**config.mk**
```make
export PLATFORM = sky130hd
export DESIGN_NAME = phy_ctl_regs
export DESIGN_NICKNAME = d
export VERILOG_FILES = /design/src/phy_ctl_pkg.sv /design/src/selftest_seq.sv /design/src/phy_ctl_regs.sv
export SDC_FILE = /design/constraint.sdc
export NUM_CORES = 1
export LEC_CHECK = 0
export BUFFER_PORTS_ARGS = -buffer_cell sky130_fd_sc_hd__clkbuf_2
export CAP_MARGIN = 5
export CELL_PAD_IN_SITES_DETAIL_PLACEMENT = 1
export CELL_PAD_IN_SITES_GLOBAL_PLACEMENT = 2
export CORE_MARGIN = 3
export CORE_UTILIZATION = 37
export CTS_CLUSTER_DIAMETER = 150
export CTS_CLUSTER_SIZE = 40
export DETAILED_ROUTE_END_ITERATION = 8
export PLACE_DENSITY = 0.95
export SYNTH_ARGS = -nofsm -noshare
export SYNTH_HDL_FRONTEND = slang
export SYNTH_HIERARCHICAL = 1
export SYNTH_SLANG_ARGS = --single-unit
```
**constraint.sdc**
```tcl
create_clock -name core_clk -period 7.1 [get_ports core_clk]
set_input_delay 1.42 -clock core_clk [delete_from_list [all_inputs] [get_ports core_clk]]
set_output_delay 1.42 -clock core_clk [all_outputs]
set_load 0.02 [all_outputs]
```
**src/phy_ctl_pkg.sv**
```systemverilog
// constants, field layouts and carrier types for the transceiver control registers
//
// Summary of operation
// - control bit 11 picks 15 or 9-stage sequence
// - bit 10 latches pass, cleared by any control register write
// - bit 9 starts continuous self-test, zero stops
// - bit 8 drives LEDs unstretched
// - bit 7 shows both sides pause capable
// - bits 4:0 port address, reset all ones
// - ten loopback bit ORed with basic-mode loopback
// - bit 7 or MAC force stops link pulses
// - bit 6 or MAC force forces link good
// - bit 5 forces inverted receive polarity
// - bit 4 latches inversion, a read of this or the status register clears it
// - bit 3 disables automatic polarity correction
// - bit 1 heartbeat off; only half-duplex 10
// - registers decoded at I/O base plus offset
`default_nettype none

package phy_ctl_pkg;

	// register offsets from the I/O base
	localparam logic [15:0] OFF_PAGE = 16'h00CC;
	localparam logic [15:0] OFF_CTRL = 16'h00E4;
	localparam logic [15:0] OFF_TENB = 16'h00E8;
	localparam logic [15:0] OFF_DSP = 16'h00F4;
	localparam logic [15:0] OFF_SDET = 16'h00F8;
	localparam logic [15:0] OFF_TDAT = 16'h00FC;
	localparam logic [15:0] PAGE_TUNING = 16'h0001;

	// reset values
	localparam logic [15:0] CTRL_RESET = 16'h003F;
	localparam logic [15:0] TENB_RESET = 16'h0004;
	localparam logic [15:0] TUNE_RESET = 16'h0000;
	localparam logic [4:0] ADDR_RESET = 5'h1F;

	// control register fields
	localparam int CTRL_LONG_SEQ = 11;
	localparam int CTRL_RESULT = 10;
	localparam int CTRL_RUN = 9;
	localparam int CTRL_BYPASS = 8;
	localparam int CTRL_PAUSE = 7;
	// reserved position that reads one, as the reset value shows
	localparam int CTRL_RSVD_ONE = 5;
	localparam int CTRL_ADDR_HI = 4;

	// ten-base register fields
	localparam int TENB_LOOP = 8;
	localparam int TENB_LP_OFF = 7;
	localparam int TENB_FORCE_LINK = 6;
	localparam int TENB_INV_FORCE = 5;
	localparam int TENB_POL = 4;
	localparam int TENB_SENSE_OFF = 3;
	localparam int TENB_RSVD = 2;
	localparam int TENB_SQE_OFF = 1;

	// sequence generator taps and lock length
	localparam int SEQ_LONG_A = 14;
	localparam int SEQ_LONG_B = 13;
	localparam int SEQ_SHORT_A = 8;
	localparam int SEQ_SHORT_B = 4;
	localparam logic [3:0] SEQ_LOCK = 4'hF;
	localparam logic [14:0] SEQ_SEED = 15'h0001;

	// LED stretch time
	localparam int STRETCH_MS = 50;
	localparam int CLK_KHZ = 50000;
	localparam int STRETCH_CYCLES = STRETCH_MS * CLK_KHZ;

	typedef struct packed {
		logic rd;
		logic wr;
		logic [15:0] addr;
		logic [15:0] data;
	} reg_req_t;

	typedef struct packed {
		logic [15:0] medium_dependent_control;
		logic [15:0] signal_processing_config;
		logic [15:0] signal_detect_config;
		logic [15:0] test_data_value;
	} tuning_t;

endpackage : phy_ctl_pkg

`default_nettype wire

```
**src/selftest_seq.sv**
```systemverilog
// pseudo-random self-test generator and self-synchronising checker
`default_nettype none

module selftest_seq
(
	input wire logic core_clk,
	input wire logic reset,
	input wire logic run,
	input wire logic long_seq,
	input wire logic clear,
	input wire logic rx_bit,
	output logic tx_bit_r,
	output logic pass_r
);
	import phy_ctl_pkg::*;

	logic [14:0] gen_r;
	logic [14:0] chk_r;
	logic [3:0] lock_r;
	logic fb;
	logic pred;
	logic err_r;
	logic armed_r;

	assign fb = long_seq ? (gen_r[SEQ_LONG_A] ^ gen_r[SEQ_LONG_B])
		: (gen_r[SEQ_SHORT_A] ^ gen_r[SEQ_SHORT_B]);
	assign pred = long_seq ? (chk_r[SEQ_LONG_A] ^ chk_r[SEQ_LONG_B])
		: (chk_r[SEQ_SHORT_A] ^ chk_r[SEQ_SHORT_B]);

	// ----------------------------------------
	// generator
	// ----------------------------------------
	always_ff @(posedge core_clk)
	begin
		if (reset || !run)
		begin
			gen_r <= SEQ_SEED;
			tx_bit_r <= 1'b0;
		end
		else
		begin
			gen_r <= {gen_r[13:0], fb};
			tx_bit_r <= fb;
		end
	end

	// ----------------------------------------
	// checker
	// ----------------------------------------
	always_ff @(posedge core_clk)
	begin
		if (reset || !run)
		begin
			chk_r <= 15'h0000;
			lock_r <= 4'h0;
			armed_r <= 1'b0;
		end
		else
		begin
			// first sample after start is the idle zero, not part of the sequence
			armed_r <= 1'b1;
			if (armed_r)
			begin
				chk_r <= {chk_r[13:0], rx_bit};
				if (lock_r != SEQ_LOCK)
					lock_r <= lock_r + 4'h1;
			end
		end
	end

	// result latches; any mismatch once the checker has locked holds it at fail until the next control register write
	always_ff @(posedge core_clk)
	begin
		if (reset || clear)
		begin
			pass_r <= 1'b0;
			err_r <= 1'b0;
		end
		else if (run && lock_r == SEQ_LOCK)
		begin
			if (rx_bit != pred || err_r)
			begin
				err_r <= 1'b1;
				pass_r <= 1'b0;
			end
			else
				pass_r <= 1'b1;
		end
	end

endmodule : selftest_seq

`default_nettype wire

```
**src/phy_ctl_regs.sv**
```systemverilog
// transceiver control and 10BASE-T status/control registers with tuning bank
`default_nettype none

module phy_ctl_regs
#(
	parameter logic [15:0] IO_BASE = 16'h0000,
	parameter int NUM_LEDS = 3,
	parameter int LED_STRETCH_CYCLES = phy_ctl_pkg::STRETCH_CYCLES
)
(
	input wire logic core_clk,
	input wire logic reset,
	input wire phy_ctl_pkg::reg_req_t reg_req,
	output logic [15:0] rd_data_r,
	output logic rd_valid_r,
	input wire logic basic_mode_ctrl_loopback,
	input wire logic mac_ten_link_force_in,
	input wire logic ten_link_raw,
	input wire logic local_pause_adv,
	input wire logic partner_pause_adv,
	input wire logic inverted_wire_seen,
	input wire logic status_reg_read,
	input wire logic speed_100,
	input wire logic full_duplex,
	input wire logic [NUM_LEDS-1:0] led_raw,
	input wire logic selftest_rx,
	output logic [NUM_LEDS-1:0] led_out_r,
	output logic ten_loopback_r,
	output logic link_pulse_off_r,
	output logic ten_link_good_r,
	output logic inverted_wire_force_r,
	output logic wire_sense_off_r,
	output logic sqe_test_en_r,
	output logic polarity_flag_r,
	output logic [4:0] port_mgmt_address_r,
	output logic selftest_run_r,
	output logic long_sequence_select_r,
	output logic selftest_tx_r,
	output phy_ctl_pkg::tuning_t tuning_r
);
	import phy_ctl_pkg::*;

	localparam int STRETCH_W = $clog2(LED_STRETCH_CYCLES + 1);
	localparam logic [STRETCH_W-1:0] STRETCH_LOAD = STRETCH_W'(LED_STRETCH_CYCLES);

	// ----------------------------------------
	// stored fields
	// ----------------------------------------
	logic [15:0] page_selector_r;
	logic led_stretch_bypass_r;
	logic pause_match_flag_r;
	logic ten_loopback_ctl_r;
	logic link_pulse_off_ctl_r;
	logic force_link_ctl_r;
	logic wire_sense_off_ctl_r;
	logic inverted_force_ctl_r;
	logic rsvd_bit_r;
	logic sqe_test_off_r;
	logic selftest_result;
	logic selftest_clear;

	// ----------------------------------------
	// address decode
	// ----------------------------------------
	logic hit_page;
	logic hit_e4;
	logic hit_ctrl;
	logic hit_mdc;
	logic hit_tenb;
	logic hit_dsp;
	logic hit_sdet;
	logic hit_tdat;
	logic tuning_page;
	logic wr_ctrl;
	logic wr_tenb;
	logic rd_tenb;

	function automatic logic at_offset(input logic [15:0] addr, input logic [15:0] off);
		at_offset = (addr == 16'(IO_BASE + off));
	endfunction : at_offset

	assign tuning_page = (page_selector_r == PAGE_TUNING);
	assign hit_page = at_offset(reg_req.addr, OFF_PAGE);
	assign hit_e4 = at_offset(reg_req.addr, OFF_CTRL);
	assign hit_ctrl = hit_e4 && !tuning_page;
	assign hit_mdc = hit_e4 && tuning_page;
	assign hit_tenb = at_offset(reg_req.addr, OFF_TENB);
	assign hit_dsp = at_offset(reg_req.addr, OFF_DSP);
	assign hit_sdet = at_offset(reg_req.addr, OFF_SDET);
	assign hit_tdat = at_offset(reg_req.addr, OFF_TDAT);
	assign wr_ctrl = reg_req.wr && hit_ctrl;
	assign wr_tenb = reg_req.wr && hit_tenb;
	assign rd_tenb = reg_req.rd && hit_tenb;
	assign selftest_clear = wr_ctrl;

	// ----------------------------------------
	// page selector and tuning bank
	// ----------------------------------------
	always_ff @(posedge core_clk)
	begin
		if (reset)
			page_selector_r <= TUNE_RESET;
		else if (reg_req.wr && hit_page)
			page_selector_r <= reg_req.data;
	end

	always_ff @(posedge core_clk)
	begin
		if (reset)
		begin
			tuning_r.medium_dependent_control <= TUNE_RESET;
			tuning_r.signal_processing_config <= TUNE_RESET;
			tuning_r.signal_detect_config <= TUNE_RESET;
			tuning_r.test_data_value <= TUNE_RESET;
		end
		else if (reg_req.wr)
		begin
			if (hit_mdc)
				tuning_r.medium_dependent_control <= reg_req.data;
			if (hit_dsp)
				tuning_r.signal_processing_config <= reg_req.data;
			if (hit_sdet)
				tuning_r.signal_detect_config <= reg_req.data;
			if (hit_tdat)
				tuning_r.test_data_value <= reg_req.data;
		end
	end

	// ----------------------------------------
	// transceiver control register
	// ----------------------------------------
	always_ff @(posedge core_clk)
	begin
		if (reset)
		begin
			long_sequence_select_r <= CTRL_RESET[CTRL_LONG_SEQ];
			selftest_run_r <= CTRL_RESET[CTRL_RUN];
			led_stretch_bypass_r <= CTRL_RESET[CTRL_BYPASS];
			port_mgmt_address_r <= ADDR_RESET;
		end
		else if (wr_ctrl)
		begin
			long_sequence_select_r <= reg_req.data[CTRL_LONG_SEQ];
			selftest_run_r <= reg_req.data[CTRL_RUN];
			led_stretch_bypass_r <= reg_req.data[CTRL_BYPASS];
			port_mgmt_address_r <= reg_req.data[CTRL_ADDR_HI:0];
		end
	end

	always_ff @(posedge core_clk)
	begin
		if (reset)
			pause_match_flag_r <= 1'b0;
		else
			pause_match_flag_r <= local_pause_adv && partner_pause_adv;
	end

	// ----------------------------------------
	// self-test engine
	// ----------------------------------------
	selftest_seq u_selftest
	(
		.core_clk(core_clk),
		.reset(reset),
		.run(selftest_run_r),
		.long_seq(long_sequence_select_r),
		.clear(selftest_clear),
		.rx_bit(selftest_rx),
		.tx_bit_r(selftest_tx_r),
		.pass_r(selftest_result)
	);

	// ----------------------------------------
	// 10BASE-T status/control register
	// ----------------------------------------
	always_ff @(posedge core_clk)
	begin
		if (reset)
		begin
			ten_loopback_ctl_r <= TENB_RESET[TENB_LOOP];
			link_pulse_off_ctl_r <= TENB_RESET[TENB_LP_OFF];
			force_link_ctl_r <= TENB_RESET[TENB_FORCE_LINK];
			inverted_force_ctl_r <= TENB_RESET[TENB_INV_FORCE];
			wire_sense_off_ctl_r <= TENB_RESET[TENB_SENSE_OFF];
			rsvd_bit_r <= TENB_RESET[TENB_RSVD];
			sqe_test_off_r <= TENB_RESET[TENB_SQE_OFF];
		end
		else if (wr_tenb)
		begin
			ten_loopback_ctl_r <= reg_req.data[TENB_LOOP];
			link_pulse_off_ctl_r <= reg_req.data[TENB_LP_OFF];
			force_link_ctl_r <= reg_req.data[TENB_FORCE_LINK];
			inverted_force_ctl_r <= reg_req.data[TENB_INV_FORCE];
			wire_sense_off_ctl_r <= reg_req.data[TENB_SENSE_OFF];
			rsvd_bit_r <= reg_req.data[TENB_RSVD];
			sqe_test_off_r <= reg_req.data[TENB_SQE_OFF];
		end
	end

	// inversion flag: a new detection in the clearing cycle keeps it set
	always_ff @(posedge core_clk)
	begin
		if (reset)
			polarity_flag_r <= 1'b0;
		else if (inverted_wire_seen)
			polarity_flag_r <= 1'b1;
		else if (rd_tenb || status_reg_read)
			polarity_flag_r <= 1'b0;
	end

	// ----------------------------------------
	// line-side controls
	// ----------------------------------------
	always_ff @(posedge core_clk)
	begin
		if (reset)
		begin
			ten_loopback_r <= 1'b0;
			link_pulse_off_r <= 1'b0;
			ten_link_good_r <= 1'b0;
			inverted_wire_force_r <= 1'b0;
			wire_sense_off_r <= 1'b0;
			sqe_test_en_r <= 1'b0;
		end
		else
		begin
			ten_loopback_r <= ten_loopback_ctl_r || basic_mode_ctrl_loopback;
			link_pulse_off_r <= link_pulse_off_ctl_r || mac_ten_link_force_in;
			ten_link_good_r <= force_link_ctl_r || mac_ten_link_force_in
				|| ten_link_raw;
			inverted_wire_force_r <= inverted_force_ctl_r;
			wire_sense_off_r <= wire_sense_off_ctl_r;
			sqe_test_en_r <= !sqe_test_off_r && !speed_100 && !full_duplex;
		end
	end

	// ----------------------------------------
	// LED pulse stretching
	// ----------------------------------------
	genvar gi;
	generate
		for (gi = 0; gi < NUM_LEDS; gi++)
		begin : g_led
			logic [STRETCH_W-1:0] hold_r;

			always_ff @(posedge core_clk)
			begin
				if (reset)
					hold_r <= '0;
				else if (led_raw[gi])
					hold_r <= STRETCH_LOAD;
				else if (hold_r != '0)
					hold_r <= hold_r - STRETCH_W'(1);
			end

			always_ff @(posedge core_clk)
			begin
				if (reset)
					led_out_r[gi] <= 1'b0;
				else if (led_stretch_bypass_r)
					led_out_r[gi] <= led_raw[gi];
				else
					led_out_r[gi] <= led_raw[gi] || (hold_r != '0);
			end
		end
	endgenerate

	// ----------------------------------------
	// read path
	// ----------------------------------------
	logic [15:0] ctrl_view;
	logic [15:0] tenb_view;
	logic [15:0] rd_mux;

	always_comb
	begin
		ctrl_view = 16'h0000;
		ctrl_view[CTRL_LONG_SEQ] = long_sequence_select_r;
		ctrl_view[CTRL_RESULT] = selftest_result;
		ctrl_view[CTRL_RUN] = selftest_run_r;
		ctrl_view[CTRL_BYPASS] = led_stretch_bypass_r;
		ctrl_view[CTRL_PAUSE] = pause_match_flag_r;
		ctrl_view[CTRL_RSVD_ONE] = CTRL_RESET[CTRL_RSVD_ONE];
		ctrl_view[CTRL_ADDR_HI:0] = port_mgmt_address_r;
	end

	always_comb
	begin
		tenb_view = 16'h0000;
		tenb_view[TENB_LOOP] = ten_loopback_ctl_r;
		tenb_view[TENB_LP_OFF] = link_pulse_off_ctl_r;
		tenb_view[TENB_FORCE_LINK] = force_link_ctl_r;
		tenb_view[TENB_INV_FORCE] = inverted_force_ctl_r;
		tenb_view[TENB_POL] = polarity_flag_r;
		tenb_view[TENB_SENSE_OFF] = wire_sense_off_ctl_r;
		tenb_view[TENB_RSVD] = rsvd_bit_r;
		tenb_view[TENB_SQE_OFF] = sqe_test_off_r;
	end

	// unmapped offsets answer zero
	always_comb
	begin
		rd_mux = 16'h0000;
		if (hit_page)
			rd_mux = page_selector_r;
		else if (hit_ctrl)
			rd_mux = ctrl_view;
		else if (hit_mdc)
			rd_mux = tuning_r.medium_dependent_control;
		else if (hit_tenb)
			rd_mux = tenb_view;
		else if (hit_dsp)
			rd_mux = tuning_r.signal_processing_config;
		else if (hit_sdet)
			rd_mux = tuning_r.signal_detect_config;
		else if (hit_tdat)
			rd_mux = tuning_r.test_data_value;
	end

	always_ff @(posedge core_clk)
	begin
		if (reset)
		begin
			rd_data_r <= 16'h0000;
			rd_valid_r <= 1'b0;
		end
		else
		begin
			rd_valid_r <= reg_req.rd;
			if (reg_req.rd)
				rd_data_r <= rd_mux;
		end
	end

endmodule : phy_ctl_regs

`default_nettype wire

```
Yosys cells after proc, flatten, opt, wreduce, memory -nomap -nowiden
Index checks and enable logic that the tools add are counted.
{ "word_totals": {"regBits": 227, "input_bits": 49, "output_inout_bits": 99, "wordCells": 124} }
{ "classes": {"n_addsub": 4, "eq_ne": 10, "n_mux": 22, "bitwise_logic": 4, "reduce_logical": 42} }
{ "op_table": {"columns": ["operator", "n"], "rows": [
  ["2-to-1 mux 22 bit", 6],
  ["2-to-1 mux 16 bit", 7],
  ["equality test 16 x 8 -> 1 bit (second input constant)", 6],
  ["nonzero test 22 bit", 3],
  ["subtractor 22 x 1 -> 22 bit (second input constant)", 3],
  ["equality test 16 x 1 -> 1 bit (second input constant)", 1],
  ["AND reduction 2 bit", 6],
  ["logical OR 1 bit", 11],
  ["logical AND 1 bit", 10],
  ["2-to-1 mux 1 bit", 9],
  ["nonzero test 2 bit", 4],
  ["OR reduction 2 bit", 3],
  ["logical NOT 1 bit", 5],
  ["adder 4 x 1 -> 4 bit (second input constant)", 1],
  ["equality test 4 bit (second input constant)", 1],
  ["!= test 4 bit (second input constant)", 1],
  ["XOR 1 bit", 4],
  ["!= test 1 bit", 1]
]} }

Logic depth before layout (Yosys ltp)
{ "depth": {"ltp_word": 8, "mapped_depth": 8, "ltp_nobuf": 7} }

Hierarchy
The synthesis kept the hierarchy.
{ "by_module_without_submodules": {"columns": ["module", "n_inst", "cells_per_inst", "area_each_um2"], "rows": [
  ["phy_ctl_regs", 1, 1029, 8521.9],
  ["selftest_seq", 1, 121, 1292.5]
]} }

Worst setup path after synthesis
No wires, ideal clock.
{ "synth_path": {"path_kind": "input-to-reg", "startpoint": "input port reg_req[25] in the netlist's numbering", "endpoint": "register tuning_r[37] in the netlist's numbering", "setup_time_ps": 70, "t_arrival_ps": 3111, "setup_slack_ps": 3918, "stages": 8, "path_cell_list": "nor4_1 > and4_1 > clkbuf_1 > and3_1 > clkbuf_1 > clkbuf_1 > nand2_1 > a21oi_1"} }
{ "synth_between": {"elab_chain_len": 2} }
{ "synth_lines": {"columns": ["element", "line", "text"], "rows": [
  ["from (decl)", "phy_ctl_regs.sv:13", "input wire phy_ctl_pkg::reg_req_t reg_req,"],
  ["equality test 16 x 8 -> 1 bit", "phy_ctl_regs.sv:79", "at_offset = (addr == 16'(IO_BASE + off));"],
  ["AND reduction 2 bit (no source line)", null, null],
  ["to (decl)", "phy_ctl_regs.sv:39", "output phy_ctl_pkg::tuning_t tuning_r"]
]} }
Every way passes these cells.
A chain may end at the register's enable or synchronous reset.

Worst setup path after layout
{ "layout_path": {"startpoint": "input port reg_req[25] in the netlist's numbering", "endpoint": "register rd_data_r[5]"} }
{ "layout_between": {"elab_chain_len": 8, "elab_cells_between_ends": 15} }
{ "layout_lines": {"columns": ["element", "line", "text"], "rows": [
  ["equality test 16 x 8 -> 1 bit", "phy_ctl_regs.sv:79", null],
  ["2-to-1 mux 16 bit", "phy_ctl_regs.sv:316", "else if (hit_tdat)"],
  ["2-to-1 mux 16 bit", "phy_ctl_regs.sv:314", "else if (hit_sdet)"],
  ["2-to-1 mux 16 bit", "phy_ctl_regs.sv:312", "else if (hit_dsp)"],
  ["2-to-1 mux 16 bit", "phy_ctl_regs.sv:310", "else if (hit_tenb)"],
  ["2-to-1 mux 16 bit", "phy_ctl_regs.sv:308", "else if (hit_mdc)"],
  ["2-to-1 mux 16 bit", "phy_ctl_regs.sv:306", "else if (hit_ctrl)"],
  ["2-to-1 mux 16 bit (*)", "phy_ctl_regs.sv:304", "if (hit_page)"],
  ["to (signal assigned)", "phy_ctl_regs.sv:331", "rd_data_r <= rd_mux;"],
  ["to (decl)", "phy_ctl_regs.sv:14", "output logic [15:0] rd_data_r,"]
]} }
Every way passes the cells marked *; elsewhere a longest branch is shown, timed or not.

==> impl_metrics.tcl <==
set metrics [dict create \
    r2r_setup_slack_ns 4.12 \
    m1WireLength_um 13700 \
    avgSynthCellArea_um2 8.53 \
    drt_pre_antenna_iters 5 \
    wire_per_inst_um 19.2 \
    slew_headroom_pct 21.2 \
    insertedDiodeCount 0 \
    grt-ovfl-total 0 \
    drive_gt1_share_pct 16.3 \
    cts_tree "done" \
    endpoint "rd_data_r[5]" \
    gp_congestion 0.874 \
    drv_slew 0 \
    dr_wl_met2_um 14500 \
    status "finished, final reports clean" \
    die_x_um 169 \
    clk_path_buf_depth 3 \
    viasPerCell 5.55 \
    syn_inst 1150 \
    fin_tns_setup_ns 0 \
    setup_viol 0 \
    postCtsResizedCells 0 \
    cts_buffers 9 \
    worst_pin_slew_ns 1.17 \
    dieHeight_um 169 \
    antenna_found_initial 0 \
    synthArstFlopShare_pct 0 \
    clkSinkCount 227 \
    area_delta_synth_final_pct 11.7 \
    io_pins 148 \
    clk_latency_ns 0.49 \
    synth_edf_count 0 \
    grt_max_degree 79 \
    die-area_um2 28500 \
    placementRows 58 \
    seq_area_frac_synth_pct 46.3 \
    clock_skew_ns 0.0231 \
    grt_pass1_vias 8583 \
    syn_nets 1206 \
    hp-class "reg2reg" \
    cts_hold_buf 0 \
    met3WireLength_um 1360 \
    yosysWarnings 6 \
    worstReg2RegEnd "rd_data_r[12]" \
    drv_cap 0 \
    required_ns 7.49 \
    max_freq_mhz 267 \
    postCtsSetupBuffers 0 \
    rr_worst_depth 5 \
    hpwl_um 21700 \
    top_layer "met4" \
    period_minus_slack_ns 3.75 \
    synth-seq-cells 227 \
    drtAntennaViolNets 0 \
    grt.total_usage_pct 20.3 \
    min_period_over_period_pct 52.8 \
    fillers 3109 \
    rsz0062_at_grt "false" \
    crit_path_max_fanout 15 \
    hold_viol 0 \
    drc 0 \
    drt_wl_total_um 30200 \
    cts_root_buffer "clkbuf_16" \
    htree_num_levels 1 \
    worstSetupStartpoint "reg_req[25]" \
    vias 8736 \
    synth_flop_cell "dfxtp_1" \
    path_class "in2reg" \
    start_kind "primary input" \
    worstPathArrival_ns 4.13 \
    r2r_start "page_selector_r[2]" \
    core_area_um2 25600 \
    ys_types 72 \
    power_density_nw_per_um2 204 \
    grt_pass1_wl_um 47600 \
    netlist_area_um2 9810 \
    endpoint_kind "flop" \
    power.leakage_nw 4.00 \
    path_clk_slew_ns 0.15 \
    final_util_pct 42.8 \
    ir_worst_vdd_mv 0.181 \
    drtIter0Drc 562 \
    initial_core_util_pct 38.3 \
    nets 1300 \
    numPortBuffers 147 \
]
-- cell usage after synthesis (3+ instances only) --
cell	count	area, µm²
dfxtp_1	227	4540
nand2_1	204	766
a21oi_1	124	621
nor2_1	90	338
clkbuf_1	59	221
xor2_1	39	342
mux2i_1	30	300
nor3_1	30	150
nand3_1	29	145
o21ai_0	21	105
inv_1	19	71.3
mux2_2	19	214
nor4_1	19	119
and2_1	18	113
nand4_1	18	113
a22o_1	15	131
o211ai_1	15	113
or3_1	14	87.6
nor2b_1	10	62.6
a31oi_1	9	56.3
or4_1	9	67.6
xnor2_1	9	78.8
a211oi_1	7	52.6
and3_1	7	43.8
ha_1	7	87.6
a222oi_1	6	60.1
buf_2	6	30.0
o2111ai_1	6	52.6
a22oi_1	5	37.5
and4_1	5	43.8
nand2b_1	5	31.3
or2_2	5	31.3
o22ai_1	4	25.0
a221oi_1	3	26.3
a2bb2oi_1	3	26.3
buf_6	3	33.8
clkinv_1	3	11.3
nor4b_1	3	26.3
o21a_1	3	22.5
o31ai_1	3	22.5
-- worst min-delay path by stage --
stage / endpoint / from / cells past startpoint / slack (ns)
final: u_selftest/gen_r[11] / u_selftest/gen_r[10] / 1 / 0.45
after global routing: u_selftest/gen_r[6] / u_selftest/gen_r[5] / 1 / 0.46
after CTS: u_selftest/gen_r[11] / u_selftest/gen_r[10] / 1 / 0.45
after detailed placement: u_selftest/gen_r[4] / u_selftest/gen_r[3] / 1 / 0.42
after global placement: u_selftest/gen_r[3] / u_selftest/gen_r[2] / 1 / 0.41
after floorplan: u_selftest/gen_r[10] / u_selftest/gen_r[9] / 1 / 0.41
-- final cells by class --
class	instances	area, µm²	area share (%)
Multi-Input combinational cell	831	4890	44.7
Sequential cell	227	4540	41.5
Timing Repair Buffer	153	783	7.15
Tap cell	330	413	3.77
Clock buffer	9	225	2.06
Inverter	22	82.6	0.754
Clock inverter	1	16.3	0.148
-- power breakdown --
| group | internal [mW] | leakage (nW) | switching, mW | total [mW] |
|---|---|---|---|---|
| clock network | 0.236 | 0.118 | 0.396 | 0.633 |
| logic | 0.0982 | 2.03 | 0.172 | 0.270 |
| registers | 1.31 | 1.84 | 0.0318 | 1.34 |
-- kinds of logic (layout without fill, tap and decap cells) --
kind of cell / Yosys count / in the layout / synth area share [%]
AOI/OAI and AO/OA: 244 / 244 / 15.6
xor gates and xnor gates: 48 / 48 / 4.28
adders and majority gates: 7 / 7 / 0.892
buffers and inverters: 92 / 185 / 3.82
DFF: 227 / 227 / 46.3
muxes: 49 / 49 / 5.24
and+or+nand+nor: 483 / 483 / 23.8
-- placed cells by master, fill, tap and decap left out, drive strengths merged, types with 9 or more instances in the layout --
master and n:
a31oi 9, or3 14, a22o 15, mux2 19, nand2 204, nor2b 10
nor2 90, o211ai 16, or4 11, dfxtp 227, nand4 18, a21oi 124
nor4 22, and2 18, nor3 30, xnor2 9, nand3 29, mux2i 30
xor2 39, inv 19, o21ai 23, clkbuf 155
-- per-layer routing --
metal  vias to the layer above  global-route usage, %
li1                       4225                      -
met1                      4288                   28.0
met2                       193                   34.7
met3                        30                   2.08
met4                         0                   4.09
met5                         -                      0
-- critical path, stage by stage --
cell and delay (ns):
clkbuf_2 0.08, nor4_1 0.48, nand4_1 0.57, nor2_1 1.05, a22oi_1 0.18, a221oi_1 0.35
-- stage by stage --
stage	hold WS, ns	cells	power [mW]	setup WS, ns	cell area, µm²
final	0.446	1573	2.24	3.35	11000
after global routing	0.464	1573	2.34	3.07	11000
after CTS	0.451	1573	2.26	3.46	11000
after detailed placement	0.418	1563	1.63	2.97	10700
after global placement	0.409	1563	1.63	3.02	10700
after floorplan	0.406	1150	1.55	3.92	9810
-- registers in the layout, indices dropped and copies added, names as in the netlist, 3 cells and up --
name,cells
rd_data_r,16
u_selftest/lock_r,4
port_mgmt_address_r,5
g_led.hold_r,66
u_selftest/gen_r,15
u_selftest/chk_r,15
page_selector_r,16
tuning_r,64
led_out_r,3
No activity file was read; power rests on OpenSTA's default activity.
